--- src/timer_a_defs.svh ---
// Register map, field positions, reset values and divider widths of timer A
`ifndef TIMER_A_DEFS_SVH
`define TIMER_A_DEFS_SVH

// ----------------------------------------------------------------------------
// Register byte addresses
// ----------------------------------------------------------------------------
`define TA_CONTROL_ADDR 8'h18
`define TA_PERIOD_ADDR 8'h1C
`define TA_STATUS_ADDR 8'h20
`define TB_CONTROL_ADDR 8'h24
`define TA_WIDTH_ADDR 8'h2C
`define TA_AUX_ADDR 8'h30

// ----------------------------------------------------------------------------
// Control register fields
// ----------------------------------------------------------------------------
`define CTL_PRESET_BIT 7
`define CTL_CLK_HI 6
`define CTL_CLK_LO 4
`define CTL_RUN_BIT 3
`define CTL_MODE_HI 2
`define CTL_MODE_LO 0
`define AUX_TAP_BIT 0
`define AUX_LOW_SPEED_BIT 1

// ----------------------------------------------------------------------------
// Reset values and prescaler
// ----------------------------------------------------------------------------
`define CONTROL_RST 8'h00
`define COMPARE_RST 8'hFF
`define AUX_RST 8'h00
`define DIV_W 11
`define LF_DIV_W 3

`endif

--- src/timer_a_pkg.sv ---
// Types shared by the timer A modules
`default_nettype none
package timer_a_pkg;
    typedef logic [7:0] byte_t;
    typedef logic [31:0] word_t;
    typedef enum logic [2:0] {
        CK_HF_2E11 = 3'h0,
        CK_HF_2E7 = 3'h1,
        CK_HF_2E5 = 3'h2,
        CK_HF_2E3 = 3'h3,
        CK_LF = 3'h4,
        CK_HF_2 = 3'h5,
        CK_HF = 3'h6,
        CK_PIN = 3'h7
    } clk_sel_t;
    typedef enum logic [2:0] {
        MD_TIMER = 3'h0,
        MD_DIVIDER = 3'h1,
        MD_PWM = 3'h2,
        MD_CASCADE = 3'h3
    } mode_t;
    typedef enum logic [2:0] {
        BM_TIMER16 = 3'h4,
        BM_WARMUP = 3'h5,
        BM_PWM16 = 3'h6,
        BM_PPG16 = 3'h7
    } b_mode_t;
endpackage
`default_nettype wire

--- src/tick_if.sv ---
// Count clock request and tick between the timer core and its selector
`timescale 1ns/1ns
`default_nettype none
interface tick_if;
    logic [2:0] sel;
    logic tap_option;
    logic low_speed;
    logic warmup_ok;
    logic lf_tick;
    logic pin_tick;
    logic tick;
    modport core_side (output sel, tap_option, low_speed, warmup_ok, lf_tick, pin_tick,
        input tick);
    modport sel_side (input sel, tap_option, low_speed, warmup_ok, lf_tick, pin_tick,
        output tick);
endinterface
`default_nettype wire

--- src/clock_tick_select.sv ---
// Prescaler and count clock source selection
`timescale 1ns/1ns
`default_nettype none
`include "timer_a_defs.svh"
module clock_tick_select
    import timer_a_pkg::*;
(
    // System
    input wire logic clk_i,
    input wire logic rst_i,
    input wire logic ce_i,
    // Core
    tick_if.sel_side t
);
    logic [`DIV_W-1:0] div;
    logic [`LF_DIV_W-1:0] lf_div;
    logic lf_div8;

    // ------------------------------------------------------------------------
    // Free-running dividers
    // ------------------------------------------------------------------------
    always_ff @(posedge clk_i)
    begin
        if (rst_i)
            div <= '0;
        else if (ce_i)
            div <= div + 1'b1;
    end

    always_ff @(posedge clk_i)
    begin
        if (rst_i)
            lf_div <= '0;
        else if (ce_i && t.lf_tick)
            lf_div <= lf_div + 1'b1;
    end

    assign lf_div8 = t.lf_tick && (&lf_div);

    // ------------------------------------------------------------------------
    // Source select
    // ------------------------------------------------------------------------
    // Low-speed operation offers only the low clock taps, the pin and warm-up
    always_comb
    begin
        t.tick = 1'b0;
        if (t.low_speed)
        begin
            case (clk_sel_t'(t.sel))
                CK_HF_2E11: t.tick = lf_div8;
                CK_LF: t.tick = t.lf_tick;
                CK_HF: t.tick = t.warmup_ok;
                CK_PIN: t.tick = t.pin_tick;
                default: t.tick = 1'b0;
            endcase
        end
        else
        begin
            case (clk_sel_t'(t.sel))
                CK_HF_2E11: t.tick = t.tap_option ? lf_div8 : (&div[10:0]);
                CK_HF_2E7: t.tick = &div[6:0];
                CK_HF_2E5: t.tick = &div[4:0];
                CK_HF_2E3: t.tick = &div[2:0];
                CK_LF: t.tick = t.lf_tick;
                CK_HF_2: t.tick = div[0];
                CK_HF: t.tick = 1'b1;
                CK_PIN: t.tick = t.pin_tick;
                default: t.tick = 1'b0;
            endcase
        end
    end
endmodule
`default_nettype wire

--- src/eight_bit_timer_control.sv ---
// Timer A: control registers, counter, flip-flop and cascade upper byte
//
// Functional notes
// - One control register and two 8-bit compare registers, period and width.
// - Period at 0x1C, width at 0x2C, read/write, reset to all ones.
// - Control at 0x18, reset zero: preset bit7, clock 6:4, run bit3, mode 2:0.
// - Clock select codes map to high-freq taps, low-freq, or the pin.
// - Low-speed operation offers only codes 000, 100, 111, and 110 for warm-up.
// - Run bit low stops and clears the counter; high runs it.
// - Mode: timer, divider, PWM, cascade; codes 1xx are reserved.
// - Cascade: clock from timer A, run and preset from timer B.
// - Timer B mode 1xx: upper byte counts on lower overflow only.
// - Timer B modes: 100 counter, 101 warm-up, 110 PWM, 111 PPG; here 110 and 111 only count like 100.
//
// Local design decision: the Wishbone slave port.
`timescale 1ns/1ns
`default_nettype none
`include "timer_a_defs.svh"
module eight_bit_timer_control
(
    // System
    input wire logic clk_i,
    input wire logic rst_i,
    input wire logic ce_i,
    // Wishbone slave
    input wire logic [7:0] adr_i,
    input wire timer_a_pkg::word_t dat_i,
    output timer_a_pkg::word_t dat_o,
    input wire logic [3:0] sel_i,
    input wire logic we_i,
    input wire logic cyc_i,
    input wire logic stb_i,
    output logic ack_o,
    // Pins
    input wire logic low_freq_clock_i,
    input wire logic timer_pin_i,
    // Timer outputs
    output logic timer_flipflop_o,
    output logic match_o,
    output timer_a_pkg::byte_t upper_count_o
);
    import timer_a_pkg::*;

    byte_t timer_a_control;
    byte_t timer_a_period_compare;
    byte_t timer_a_width_compare;
    byte_t timer_b_control;
    byte_t aux_control;
    byte_t count;
    byte_t next_count;
    byte_t rd_byte;
    logic [2:0] lf_sync;
    logic [2:0] pin_sync;
    logic req;
    logic wr;
    logic cascade;
    logic run;
    logic preset;
    logic hit;
    mode_t mode;
    logic [2:0] b_mode;
    tick_if t ();

    clock_tick_select u_sel (
        .clk_i(clk_i),
        .rst_i(rst_i),
        .ce_i(ce_i),
        .t(t)
    );

    // ------------------------------------------------------------------------
    // Wishbone register access
    // ------------------------------------------------------------------------
    // One wait state: ack is registered and drops the cycle after it rises
    assign req = cyc_i && stb_i && !ack_o;
    assign wr = req && we_i && sel_i[0] && ce_i;

    always_ff @(posedge clk_i)
    begin
        if (rst_i)
            ack_o <= 1'b0;
        else if (ce_i)
            ack_o <= req;
    end

    always_ff @(posedge clk_i)
    begin
        if (rst_i)
        begin
            timer_a_control <= `CONTROL_RST;
            timer_a_period_compare <= `COMPARE_RST;
            timer_a_width_compare <= `COMPARE_RST;
            timer_b_control <= `CONTROL_RST;
            aux_control <= `AUX_RST;
        end
        else if (wr)
        begin
            // Writes while counting are the caller's duty to avoid
            case (adr_i)
                `TA_CONTROL_ADDR: timer_a_control <= dat_i[7:0];
                `TA_PERIOD_ADDR: timer_a_period_compare <= dat_i[7:0];
                `TA_WIDTH_ADDR: timer_a_width_compare <= dat_i[7:0];
                `TB_CONTROL_ADDR: timer_b_control <= dat_i[7:0];
                `TA_AUX_ADDR: aux_control <= dat_i[7:0];
                default: ;
            endcase
        end
    end

    always_comb
    begin
        case (adr_i)
            `TA_CONTROL_ADDR: rd_byte = timer_a_control;
            `TA_PERIOD_ADDR: rd_byte = timer_a_period_compare;
            `TA_WIDTH_ADDR: rd_byte = timer_a_width_compare;
            `TA_STATUS_ADDR: rd_byte = count;
            `TB_CONTROL_ADDR: rd_byte = timer_b_control;
            `TA_AUX_ADDR: rd_byte = {6'h00, aux_control[1:0]};
            default: rd_byte = 8'h00;
        endcase
    end

    always_ff @(posedge clk_i)
    begin
        if (rst_i)
            dat_o <= 32'h00000000;
        else if (ce_i && req)
            dat_o <= {24'h000000, rd_byte};
    end

    // ------------------------------------------------------------------------
    // Pin synchronisers and edge detect
    // ------------------------------------------------------------------------
    always_ff @(posedge clk_i)
    begin
        if (rst_i)
        begin
            lf_sync <= 3'h0;
            pin_sync <= 3'h7;
        end
        else if (ce_i)
        begin
            lf_sync <= {lf_sync[1:0], low_freq_clock_i};
            pin_sync <= {pin_sync[1:0], timer_pin_i};
        end
    end

    // ------------------------------------------------------------------------
    // Count source and effective control
    // ------------------------------------------------------------------------
    assign mode = mode_t'(timer_a_control[`CTL_MODE_HI:`CTL_MODE_LO]);
    assign b_mode = timer_b_control[`CTL_MODE_HI:`CTL_MODE_LO];
    assign cascade = (mode == MD_CASCADE);
    assign run = cascade ? timer_b_control[`CTL_RUN_BIT]
        : timer_a_control[`CTL_RUN_BIT];
    assign preset = cascade ? timer_b_control[`CTL_PRESET_BIT]
        : timer_a_control[`CTL_PRESET_BIT];

    assign t.sel = timer_a_control[`CTL_CLK_HI:`CTL_CLK_LO];
    assign t.tap_option = aux_control[`AUX_TAP_BIT];
    assign t.low_speed = aux_control[`AUX_LOW_SPEED_BIT];
    assign t.warmup_ok = cascade && (b_mode == BM_WARMUP);
    assign t.lf_tick = lf_sync[1] && !lf_sync[2];
    assign t.pin_tick = !pin_sync[1] && pin_sync[2];

    // ------------------------------------------------------------------------
    // Counter
    // ------------------------------------------------------------------------
    assign next_count = count + 8'h01;
    // PWM runs the full byte; other live modes clear on period match
    assign hit = run && t.tick && (mode != MD_PWM) && !mode[2]
        && (next_count == timer_a_period_compare);

    always_ff @(posedge clk_i)
    begin
        if (rst_i)
            count <= 8'h00;
        else if (ce_i)
        begin
            if (!run)
                count <= 8'h00;
            else if (t.tick && !mode[2])
                count <= hit ? 8'h00 : next_count;
        end
    end

    always_ff @(posedge clk_i)
    begin
        if (rst_i)
            match_o <= 1'b0;
        else if (ce_i)
            match_o <= hit;
    end

    // ------------------------------------------------------------------------
    // Timer flip-flop
    // ------------------------------------------------------------------------
    always_ff @(posedge clk_i)
    begin
        if (rst_i)
            timer_flipflop_o <= 1'b0;
        else if (ce_i)
        begin
            if (!run)
                timer_flipflop_o <= preset;
            else if (t.tick)
            begin
                case (mode)
                    MD_DIVIDER: if (hit) timer_flipflop_o <= !timer_flipflop_o;
                    MD_PWM:
                    begin
                        if (count == timer_a_width_compare)
                            timer_flipflop_o <= !preset;
                        else if (count == 8'hFF)
                            timer_flipflop_o <= preset;
                    end
                    default: ;
                endcase
            end
        end
    end

    // ------------------------------------------------------------------------
    // Cascade upper byte
    // ------------------------------------------------------------------------
    always_ff @(posedge clk_i)
    begin
        if (rst_i)
            upper_count_o <= 8'h00;
        else if (ce_i)
        begin
            if (!run || !cascade || !b_mode[2])
                upper_count_o <= 8'h00;
            else if (hit)
                upper_count_o <= upper_count_o + 8'h01;
        end
    end
endmodule
`default_nettype wire

--- config.mk ---
export PLATFORM = sky130hd
export DESIGN_NAME = eight_bit_timer_control
export DESIGN_NICKNAME = d
export VERILOG_FILES = /design/src/timer_a_pkg.sv /design/src/tick_if.sv /design/src/clock_tick_select.sv /design/src/eight_bit_timer_control.sv
export VERILOG_INCLUDE_DIRS = /design/src
export SDC_FILE = /design/constraint.sdc
export NUM_CORES = 1
export LEC_CHECK = 0
export BUFFER_PORTS_ARGS = -buffer_cell sky130_fd_sc_hd__buf_2
export CAP_MARGIN = 20
export CORE_AREA = 2 2 69 136
export DETAILED_ROUTE_END_ITERATION = 12
export DIE_AREA = 0 0 71 138
export PLACE_DENSITY = 0.78
export SYNTH_ARGS = -nofsm -noshare
export SYNTH_HDL_FRONTEND = slang
export SYNTH_HIERARCHICAL = 1
export SYNTH_SLANG_ARGS = --single-unit
--- constraint.sdc ---
create_clock -name clk_i -period 3.9 [get_ports clk_i]
set_input_delay 0.585 -clock clk_i [delete_from_list [all_inputs] [get_ports clk_i]]
set_output_delay 0.585 -clock clk_i [all_outputs]
set_load 0.01 [all_outputs]
After elaboration in Yosys (flattened, before gate mapping)
Index checks and enable logic that the tools add are counted.
Storage, ports and cells
  flip-flop bits (word level): 81
  bits of input ports: 52
  output and inout port bits: 43
  logic and storage cells: 105
Operators by class
  add/sub/neg operators: 4
  equal/unequal tests: 26
  mux-type cells: 18
  reduce and logical (&&, ||, !) cells: 42
Operator list (number)
  $pmux W8 S6: 1
  $mux W8: 5
  $eq A8 B6 Y1 const B: 4
  $add A8 B1 Y8 const B: 2
  $eq A8 B5 Y1 const B: 2
  $eq A8 B8 Y1: 2
  $logic_and A1 B1 Y1: 16
  $eq A3 B3 Y1 const B: 5
  $reduce_and A2 Y1: 7
  $eq A3 B2 Y1 const B: 4
  $add A11 B1 Y11 const B: 1
  $reduce_and A11 Y1: 1
  $reduce_and A5 Y1: 2
  $logic_not A1 Y1: 9
  $mux W1: 9
  $eq A8 B8 Y1 const B: 1
  $pmux W1 S8: 1
  $reduce_and A7 Y1: 1
  $eq A3 B1 Y1 const B: 2
  $reduce_and A3 Y1: 2
  $ne A2 B1 Y1 const B: 2
  $ne A4 B4 Y1 const B: 1
  $pmux W1 S4: 1
  $add A3 B1 Y3 const B: 1
  7 further kinds: 8

Logic depth before layout (Yosys ltp)
Gate-level depths: netlist of the first run.
  depth after elaboration: 14
  depth in mapped cells: 14
  depth with buffers taken out: 12

Modules after synthesis
The synthesis of the first run kept the hierarchy.
By module, submodules not included
  eight_bit_timer_control: times used 1, cells each 456, area an instance 3980.1 µm²
  clock_tick_select: times used 1, cells each 87, area an instance 764.5 µm²

Least setup slack after synthesis of the first run
OpenSTA, ideal clock, no wires.
  kind: register to register
  start: register timer_a_control[4]
  end: register count[3]
  data arrival time: 2.928 ns
  slack: 0.858 ns
  cell stages (with the launch flop): 12
  buffers on the path: 2
  period minus slack after synthesis: 3.042 ns
  cells stage by stage: dfxtp_1 -> clkbuf_1 -> or4b_1 -> a2111oi_2 -> o31a_1 -> and2b_1 -> o2111ai_1 -> a211o_1 -> a211o_1 -> buf_6 -> a31o_1 -> a21o_1
Between the ends
  cells in the longest elaborated chain, start to end: 10
  elaborated cells on any way between the ends: 21
Ends and longest elaborated chain
  start: declaration: line eight_bit_timer_control.sv:44  | byte_t timer_a_control;
  start signal: assignment: line eight_bit_timer_control.sv:90  | timer_a_control <= `CONTROL_RST;
  start signal: assignment: line eight_bit_timer_control.sv:100  | `TA_CONTROL_ADDR: timer_a_control <= dat_i[7:0];
  $eq A3 B3 Y1, or another cell as far along: line clock_tick_select.sv:49, clock_tick_select.sv:59
  $pmux W1 S8 or $pmux W1 S4 (tied branches): line clock_tick_select.sv:59, clock_tick_select.sv:49
  $mux W1 (*): line clock_tick_select.sv:47  | if (t.low_speed)
  named net t.tick: line tick_if.sv:11  | logic tick;
  $logic_and A1 B1 Y1 (3 in a row): line eight_bit_timer_control.sv:171  | assign hit = run && t.tick && (mode != MD_PWM) && !mode[2]
  $logic_and A1 B1 Y1: line eight_bit_timer_control.sv:172  | && (next_count == timer_a_period_compare);
  $mux W8: line eight_bit_timer_control.sv:183  | count <= hit ? 8'h00 : next_count;
  $mux W8: line eight_bit_timer_control.sv:182  | else if (t.tick && !mode[2])
  $mux W8: line eight_bit_timer_control.sv:180  | if (!run)
  end signal: assignment: line eight_bit_timer_control.sv:183
  end: declaration: line eight_bit_timer_control.sv:49  | byte_t count;
Mark *: on every way through the listed nets, which the timed path passes. The rest lies on a longest branch. The select of a mux whose other input is x is not followed.
A chain may end at the register's enable or synchronous reset.

Worst setup path in the final report of the first run
  start: register u_sel.div[6]
  end: register count[3]
Between the ends
  cells in the longest elaborated chain, start to end: 11
  elaborated cells on any way between the ends: 15
Ends and longest elaborated chain
  start: declaration: line clock_tick_select.sv:15  | logic [`DIV_W-1:0] div;
  start signal: assignment: line clock_tick_select.sv:27  | div <= div + 1'b1;
  $reduce_and A11 Y1: line clock_tick_select.sv:60  | CK_HF_2E11: t.tick = t.tap_option ? lf_div8 : (&div[10:0]);
  $mux W1: line clock_tick_select.sv:60
  $pmux W1 S8 (*): line clock_tick_select.sv:59  | case (clk_sel_t'(t.sel))
  $mux W1 (*): line clock_tick_select.sv:47
  named net t.tick: line tick_if.sv:11
  $logic_and A1 B1 Y1 (3 in a row): line eight_bit_timer_control.sv:171
  $logic_and A1 B1 Y1: line eight_bit_timer_control.sv:172
  $mux W8: line eight_bit_timer_control.sv:183
  $mux W8: line eight_bit_timer_control.sv:182
  $mux W8: line eight_bit_timer_control.sv:180
Marks and branches as above.

==> results of run 1 <==
==> layout by cell type, fill, tap and decap left out, types with 10 or more instances in the layout <==
cell type,count
dfxtp_1,81
nor2_1,50
buf_2,43
mux2i_1,38
nand2_1,35
nor2b_1,27
conb_1,24
a211o_1,21
xor2_1,19
o21ai_0,16
a21oi_1,15
nand3_1,12
nand2b_1,12
inv_1,10
==> kinds of logic after synthesis <==
kind of cell    after synthesis
simple gates                210
fa+ha+maj                     7
other cells                   1
xor+xnor                     27
buf+inv                      68
mux                          40
compound gates              109
flops                        81
==> routing by layer <==
metal / vias to the layer above / global-route usage [%] / wire (um)
li1: 1971 / - / -
met1: 1953 / 23.78 / 4056
met2: 152 / 44.47 / 6278
met3: 53 / 4.446 / 487
met4: 0 / 17.58 / 831
met5: - / 0 / 0
==> how the worst max path moves through the flow <==
| stage | startpoint | endpoint | slack [ns] |
|---|---|---|---|
| 2_1_floorplan | timer_a_control[4]$_SDFFE_PP0P_ | count[3]$_SDFFE_PP0P_ | 0.86 |
| 3_3_place_gp | u_sel/div[6]$_SDFFE_PP0P_ | count[3]$_SDFFE_PP0P_ | 0.59 |
| 3_5_place_dp | u_sel/div[6]$_SDFFE_PP0P_ | count[3]$_SDFFE_PP0P_ | 0.54 |
| 4_1_cts | u_sel/div[6]$_SDFFE_PP0P_ | count[3]$_SDFFE_PP0P_ | 0.49 |
| 5_1_grt | u_sel/div[6]$_SDFFE_PP0P_ | upper_count_o[0]$_SDFFE_PP0P_ | 0.18 |
| 6_report | u_sel/div[6]$_SDFFE_PP0P_ | count[3]$_SDFFE_PP0P_ | 0.44 |
==> state kept, by name, summed over array words and instances, names as in the netlist <==
signal                  flops
u_sel/div                  11
count                       8
dat_o                       8
timer_a_control             8
timer_a_period_compare      8
timer_a_width_compare       8
timer_b_control             8
upper_count_o               8
lf_sync                     3
pin_sync                    3
u_sel/lf_div                3
aux_control                 2
ack_o                       1
match_o                     1
timer_flipflop_o            1
==> cell type report <==
class / instances / area, um2 / area share (%)
Multi-Input combinational cell: 417 / 2828 / 54.38
Clock buffer: 10 / 239.0 / 4.596
Timing Repair Buffer: 51 / 275.3 / 5.294
Clock inverter: 6 / 67.56 / 1.299
Sequential cell: 81 / 1622 / 31.18
Tap cell: 102 / 127.6 / 2.454
Inverter: 11 / 41.29 / 0.7940
==> power breakdown <==
part           internal, W  switching [W]  total (W)
combinational    0.0000367      0.0000701   0.000107
clock             0.000514       0.000346   0.000860
sequential        0.000836     0.00000506   0.000841
==> metrics by stage <==
step	hold WS, ns	instance area (um2)	util [%]	total power, W
detailed placement	0.4503	4893	55.05	0.0009653
global placement	0.4398	4893	55.05	0.0009613
CTS	0.4335	5200	58.49	0.001820
finish	0.4388	5200	58.49	0.001807
floorplan	0.4312	4831	-	0.0009458
global route	0.4471	5200	58.49	0.001861
==> impl_metrics.ini, run 1 <==
[logic_synthesis]
yosys.area_share.simple_pct = 24.42
synthMuxAreaShare_pct = 8.729
synth_top_area_share_pct = 34.18
synth_area_leader_cell = dfxtp_1
synth.distinct_cells = 73
synth_area_leaders = dfxtp_1 34%, mux2i_1 8.0%, buf_4 4.3%
netlist_instances = 543
ys_warn_count = 6
synth_top_family_by_area = simple AND/OR/NAND/NOR gates
syn_area_per_cell_um2 = 8.738
ys_async_sr_fraction_pct = 0
ys_top_cells_by_count = 81 x dfxtp_1, 50 x nor2_1, 38 x mux2i_1
synth_compound_area_share_pct = 17.72
synth_xor_area_share_pct = 4.984
yosysMostFrequentCell = dfxtp_1
synth_ff_type = dfxtp_1
synth.cell_area_um2 = 4745
synth-adder-area-share_pct = 1.846
synth-edff-count = 0
ys_seq_area_share_pct = 34.18
synth_seq_cells = 81

[global_route]
grt_antenna_before_repair = 0
grt_pass1_wl_um = 19030
gr-total-overflow = 0
gr-usage-all-layers_pct = 24.49
grt_max_degree = 46
first_global_vias = 3980

[detailed_routing]
drcViolationCount = 0
drtAntennaViolNets = 0
post_drt_wl_per_cell_um = 17.19
drt_pass1_iterations = 8
routed_wl_um = 11650
via_per_inst = 6.090
num_vias = 4129
drtIter0Drc = 247

[sta]
finClkSkew_ns = 0.005582
hold_viol_final = 0
final-max-slew-violation-count = 0
tns_ns = 0
rsz0062_at_grt = no
setup_slack_ns = 0.4440
min_period_ns = 3.456
setup_violations = 0
slew_headroom_pct = 40.78
tightest_slew_ns = 0.8790
fmax_mhz = 289.4
period_share_pct = 88.62

[worst_setup_path]
r2r_slack_ns = 0.44
worstSetupPathType = reg -> reg
path_delay_family = compound AO/OA/AOI/OAI gates
crit_path_end_kind = flip-flop
rr_worst_depth = 10
crit_path_max_fanout = 9
crit_arrival_ns = 3.70
worst_setup_path_start_kind = flip-flop
cpMaxStageDelayCell = or4b_1
crit_buf_inv = 0
timing.rr.start = u_sel/div[6]$_SDFFE_PP0P_
required_ns = 4.14
path_depth = 10
reg2reg_to = count[3]$_SDFFE_PP0P_
critPathMostFrequentCell = a211o_1
cp_cell_sequence = nand4_1 > or4b_1 > a2111oi_2 > o31a_1 > and2b_1 > o2111ai_1 > a211o_1 > a211o_1 > a31o_1 > a21o_1
critPathMaxStageDelay_ns = 0.52

[die]
coreArea_um2 = 8890
fp-row-count = 49
die_x_um = 71
die_y_um = 138
ios = 95
start_util_pct = 53.37
fp.dieArea_um2 = 9798

[cts]
htree_levels = 3
cts_resized = 0
hold_buffers = 0
cts_inserted_buffers = 9
cts_setup_buffers = 0
clockBufferDepth = 2
cts_tree = yes
clock-sinks = 81
clock_latency_ns = 0.35
cts_root_buffer = clkbuf_16
clk_pin_slew_worst_paths_ns = 0.06

[final_layout]
diodes = 0
final_cells = 678
layout.nets = 630
n_fill_cell = 767
drive_gt1_share_pct = 14.76
area_delta_synth_final_pct = 9.599

[power]
pwr_density_cell_nw_per_um2 = 347.5
irDropWorstVdd_mv = 0.3474
power_leakage_nw = 2.104

[flow_run]
maxCapViolCount = 0

[placement]
hpwl_um = 8879
dp.cells = 662
place.gp.congestion = 0.9297
portBuffers = 43
dpl_worst_slack_ns = 0.5428

[worst_hold_path]
hold_path_end = pin_sync[0]$_SDFFE_PP1P_
min_path_cells = 2
hold_path.startpoint = timer_pin_i
hold_path_class = in -> reg

[run_status]
outcome = completed
(Power assumes the default switching activity.)
==> inputs of run 2 (changes only) <==
--- a/config.mk
+++ b/config.mk
@@ -11,7 +11,8 @@
 export CORE_AREA = 2 2 69 136
 export DETAILED_ROUTE_END_ITERATION = 12
 export DIE_AREA = 0 0 71 138
-export PLACE_DENSITY = 0.78
+export GPL_ROUTABILITY_DRIVEN = 1
+export PLACE_DENSITY = 0.85
 export SYNTH_ARGS = -nofsm -noshare
 export SYNTH_HDL_FRONTEND = slang
 export SYNTH_HIERARCHICAL = 1
==> impl_metrics.ini, run 2 (synthesis gave the netlist of run 1 again) <==
[sta]
hold_viol_final = 0
slew_headroom_pct = 43.58
final-max-slew-violation-count = 0
setup_slack_ns = 0.2356
finClkSkew_ns = 0.005450
fmax_mhz = 272.9
tightest_slew_ns = 0.8386
tns_ns = 0
min_period_ns = 3.664
period_share_pct = 93.96
rsz0062_at_grt = no
setup_violations = 0

[global_route]
grt_antenna_before_repair = 0
gr-usage-all-layers_pct = 25.95
grt_max_degree = 59
gr-total-overflow = 0
grt_pass1_wl_um = 19940
first_global_vias = 4047

[placement]
place_area_um2 = 4908
hpwl_um = 8993
dp.cells = 664
portBuffers = 43
place.gp.congestion = 1.008
dpl_worst_slack_ns = 0.3709

[detailed_routing]
routed_wl_um = 12430
drcViolationCount = 0
post_drt_wl_per_cell_um = 18.27
via_per_inst = 6.216
drtAntennaViolNets = 0
drtIter0Drc = 377
num_vias = 4227
drt_pass1_iterations = 5

[worst_setup_path]
r2r_slack_ns = 0.24
crit_path_max_fanout = 6
path_delay_family = compound AO/OA/AOI/OAI gates
required_ns = 4.17
crit_arrival_ns = 3.93
worst_setup_path_start_kind = flip-flop
critPathMaxStageDelay_ns = 0.67
cp_cell_sequence = nand4_1 > or4b_1 > a2111oi_2 > o31a_1 > and2b_1 > o2111ai_1 > a211o_1 > a2111oi_1 > nand3_1 > o22ai_1
crit_path_end_kind = flip-flop
rr_worst_depth = 10
crit_buf_inv = 0
reg2reg_to = upper_count_o[0]$_SDFFE_PP0P_
timing.rr.start = u_sel/div[6]$_SDFFE_PP0P_
cpMaxStageDelayCell = a2111oi_1
worstSetupPathType = reg -> reg

[cts]
clock-sinks = 81
htree_levels = 3
clk_pin_slew_worst_paths_ns = 0.06
clock_latency_ns = 0.34
cts_setup_buffers = 0
hold_buffers = 0
cts_root_buffer = clkbuf_16
cts_resized = 0
cts_inserted_buffers = 9
clockBufferDepth = 2
cts_tree = yes

[die]
coreArea_um2 = 8890
die_y_um = 138
fp.dieArea_um2 = 9798
start_util_pct = 53.37
die_x_um = 71
fp-row-count = 49
ios = 95

[final_layout]
layout.nets = 632
area_delta_synth_final_pct = 9.573
largest_reg_flops = 11
fin_area_um2 = 5199
top_register = u_sel/div
final_cell_mix = 81 x dfxtp_1, 50 x nor2_1, 43 x buf_2
diodes = 0
n_fill_cell = 782
drive_gt1_share_pct = 14.71
final_common_cell = dfxtp_1
final_cells = 680

[power]
pwr_density_cell_nw_per_um2 = 342.6
power_leakage_nw = 2.109
irDropWorstVdd_mv = 0.3272
fin_total_pwr_w = 0.001781

[worst_hold_path]
min_path_cells = 2
hold_path_class = in -> reg
hold_path.startpoint = timer_pin_i
hold_path_end = pin_sync[0]$_SDFFE_PP1P_

[run_status]
outcome = completed

[flow_run]
maxCapViolCount = 0
==> run 2: where the power goes <==
part	internal, W	switching, W	leakage, nW
clock network	0.000495	0.000337	0.139
logic	0.0000368	0.0000714	1.31
registers	0.000836	0.00000561	0.655
total	0.00137	0.000414	2.11
==> run 2: area by class of cell <==
type                       count  area, um2  share of cell area, %
tap                          102      127.6                  2.455
clock buffer                  11      232.7                  4.477
sequential                    81       1622                  31.19
timing repair buffer          53      290.3                  5.584
multi-input combinational    417       2829                  54.42
clock inverter                 5      56.30                  1.083
inverter                      11      41.29                 0.7942
==> run 2: worst max-delay path by stage <==
stage,startpoint,to,slack (ns),cells after the start
floorplan,timer_a_control[4]$_SDFFE_PP0P_,count[3]$_SDFFE_PP0P_,0.86,11
global placement,u_sel/div[6]$_SDFFE_PP0P_,upper_count_o[0]$_SDFFE_PP0P_,0.52,10
detailed placement,u_sel/div[6]$_SDFFE_PP0P_,upper_count_o[0]$_SDFFE_PP0P_,0.37,10
CTS,u_sel/div[6]$_SDFFE_PP0P_,upper_count_o[0]$_SDFFE_PP0P_,0.32,10
global route,u_sel/div[6]$_SDFFE_PP0P_,upper_count_o[0]$_SDFFE_PP0P_,0.0009,10
finish,u_sel/div[6]$_SDFFE_PP0P_,upper_count_o[0]$_SDFFE_PP0P_,0.24,10
==> run 2: stage by stage <==
stage,utilization [%],hold slack [ns]
6_report,58.48,0.4457
5_1_grt,58.48,0.4441
4_1_cts,58.47,0.4371
3_5_place_dp,55.21,0.4536
3_3_place_gp,55.21,0.4394
2_1_floorplan,-,0.4312
==> run 2: worst reg2reg max path: cells and delay by family (launching register included) <==
kind	cells	cell delay, ns
simple gates	4	1.10
flops	1	0.44
compound gates	6	2.04
==> run 2: routing by layer <==
layer / part of all wire [%] / global-route usage, % / vias to the layer above
met2: 53 / 45.15 / 178
li1: - / - / 1978
met5: 0 / 0 / -
met1: 34 / 25.66 / 2014
met3: 5.2 / 6.414 / 57
met4: 7.2 / 19.27 / 0
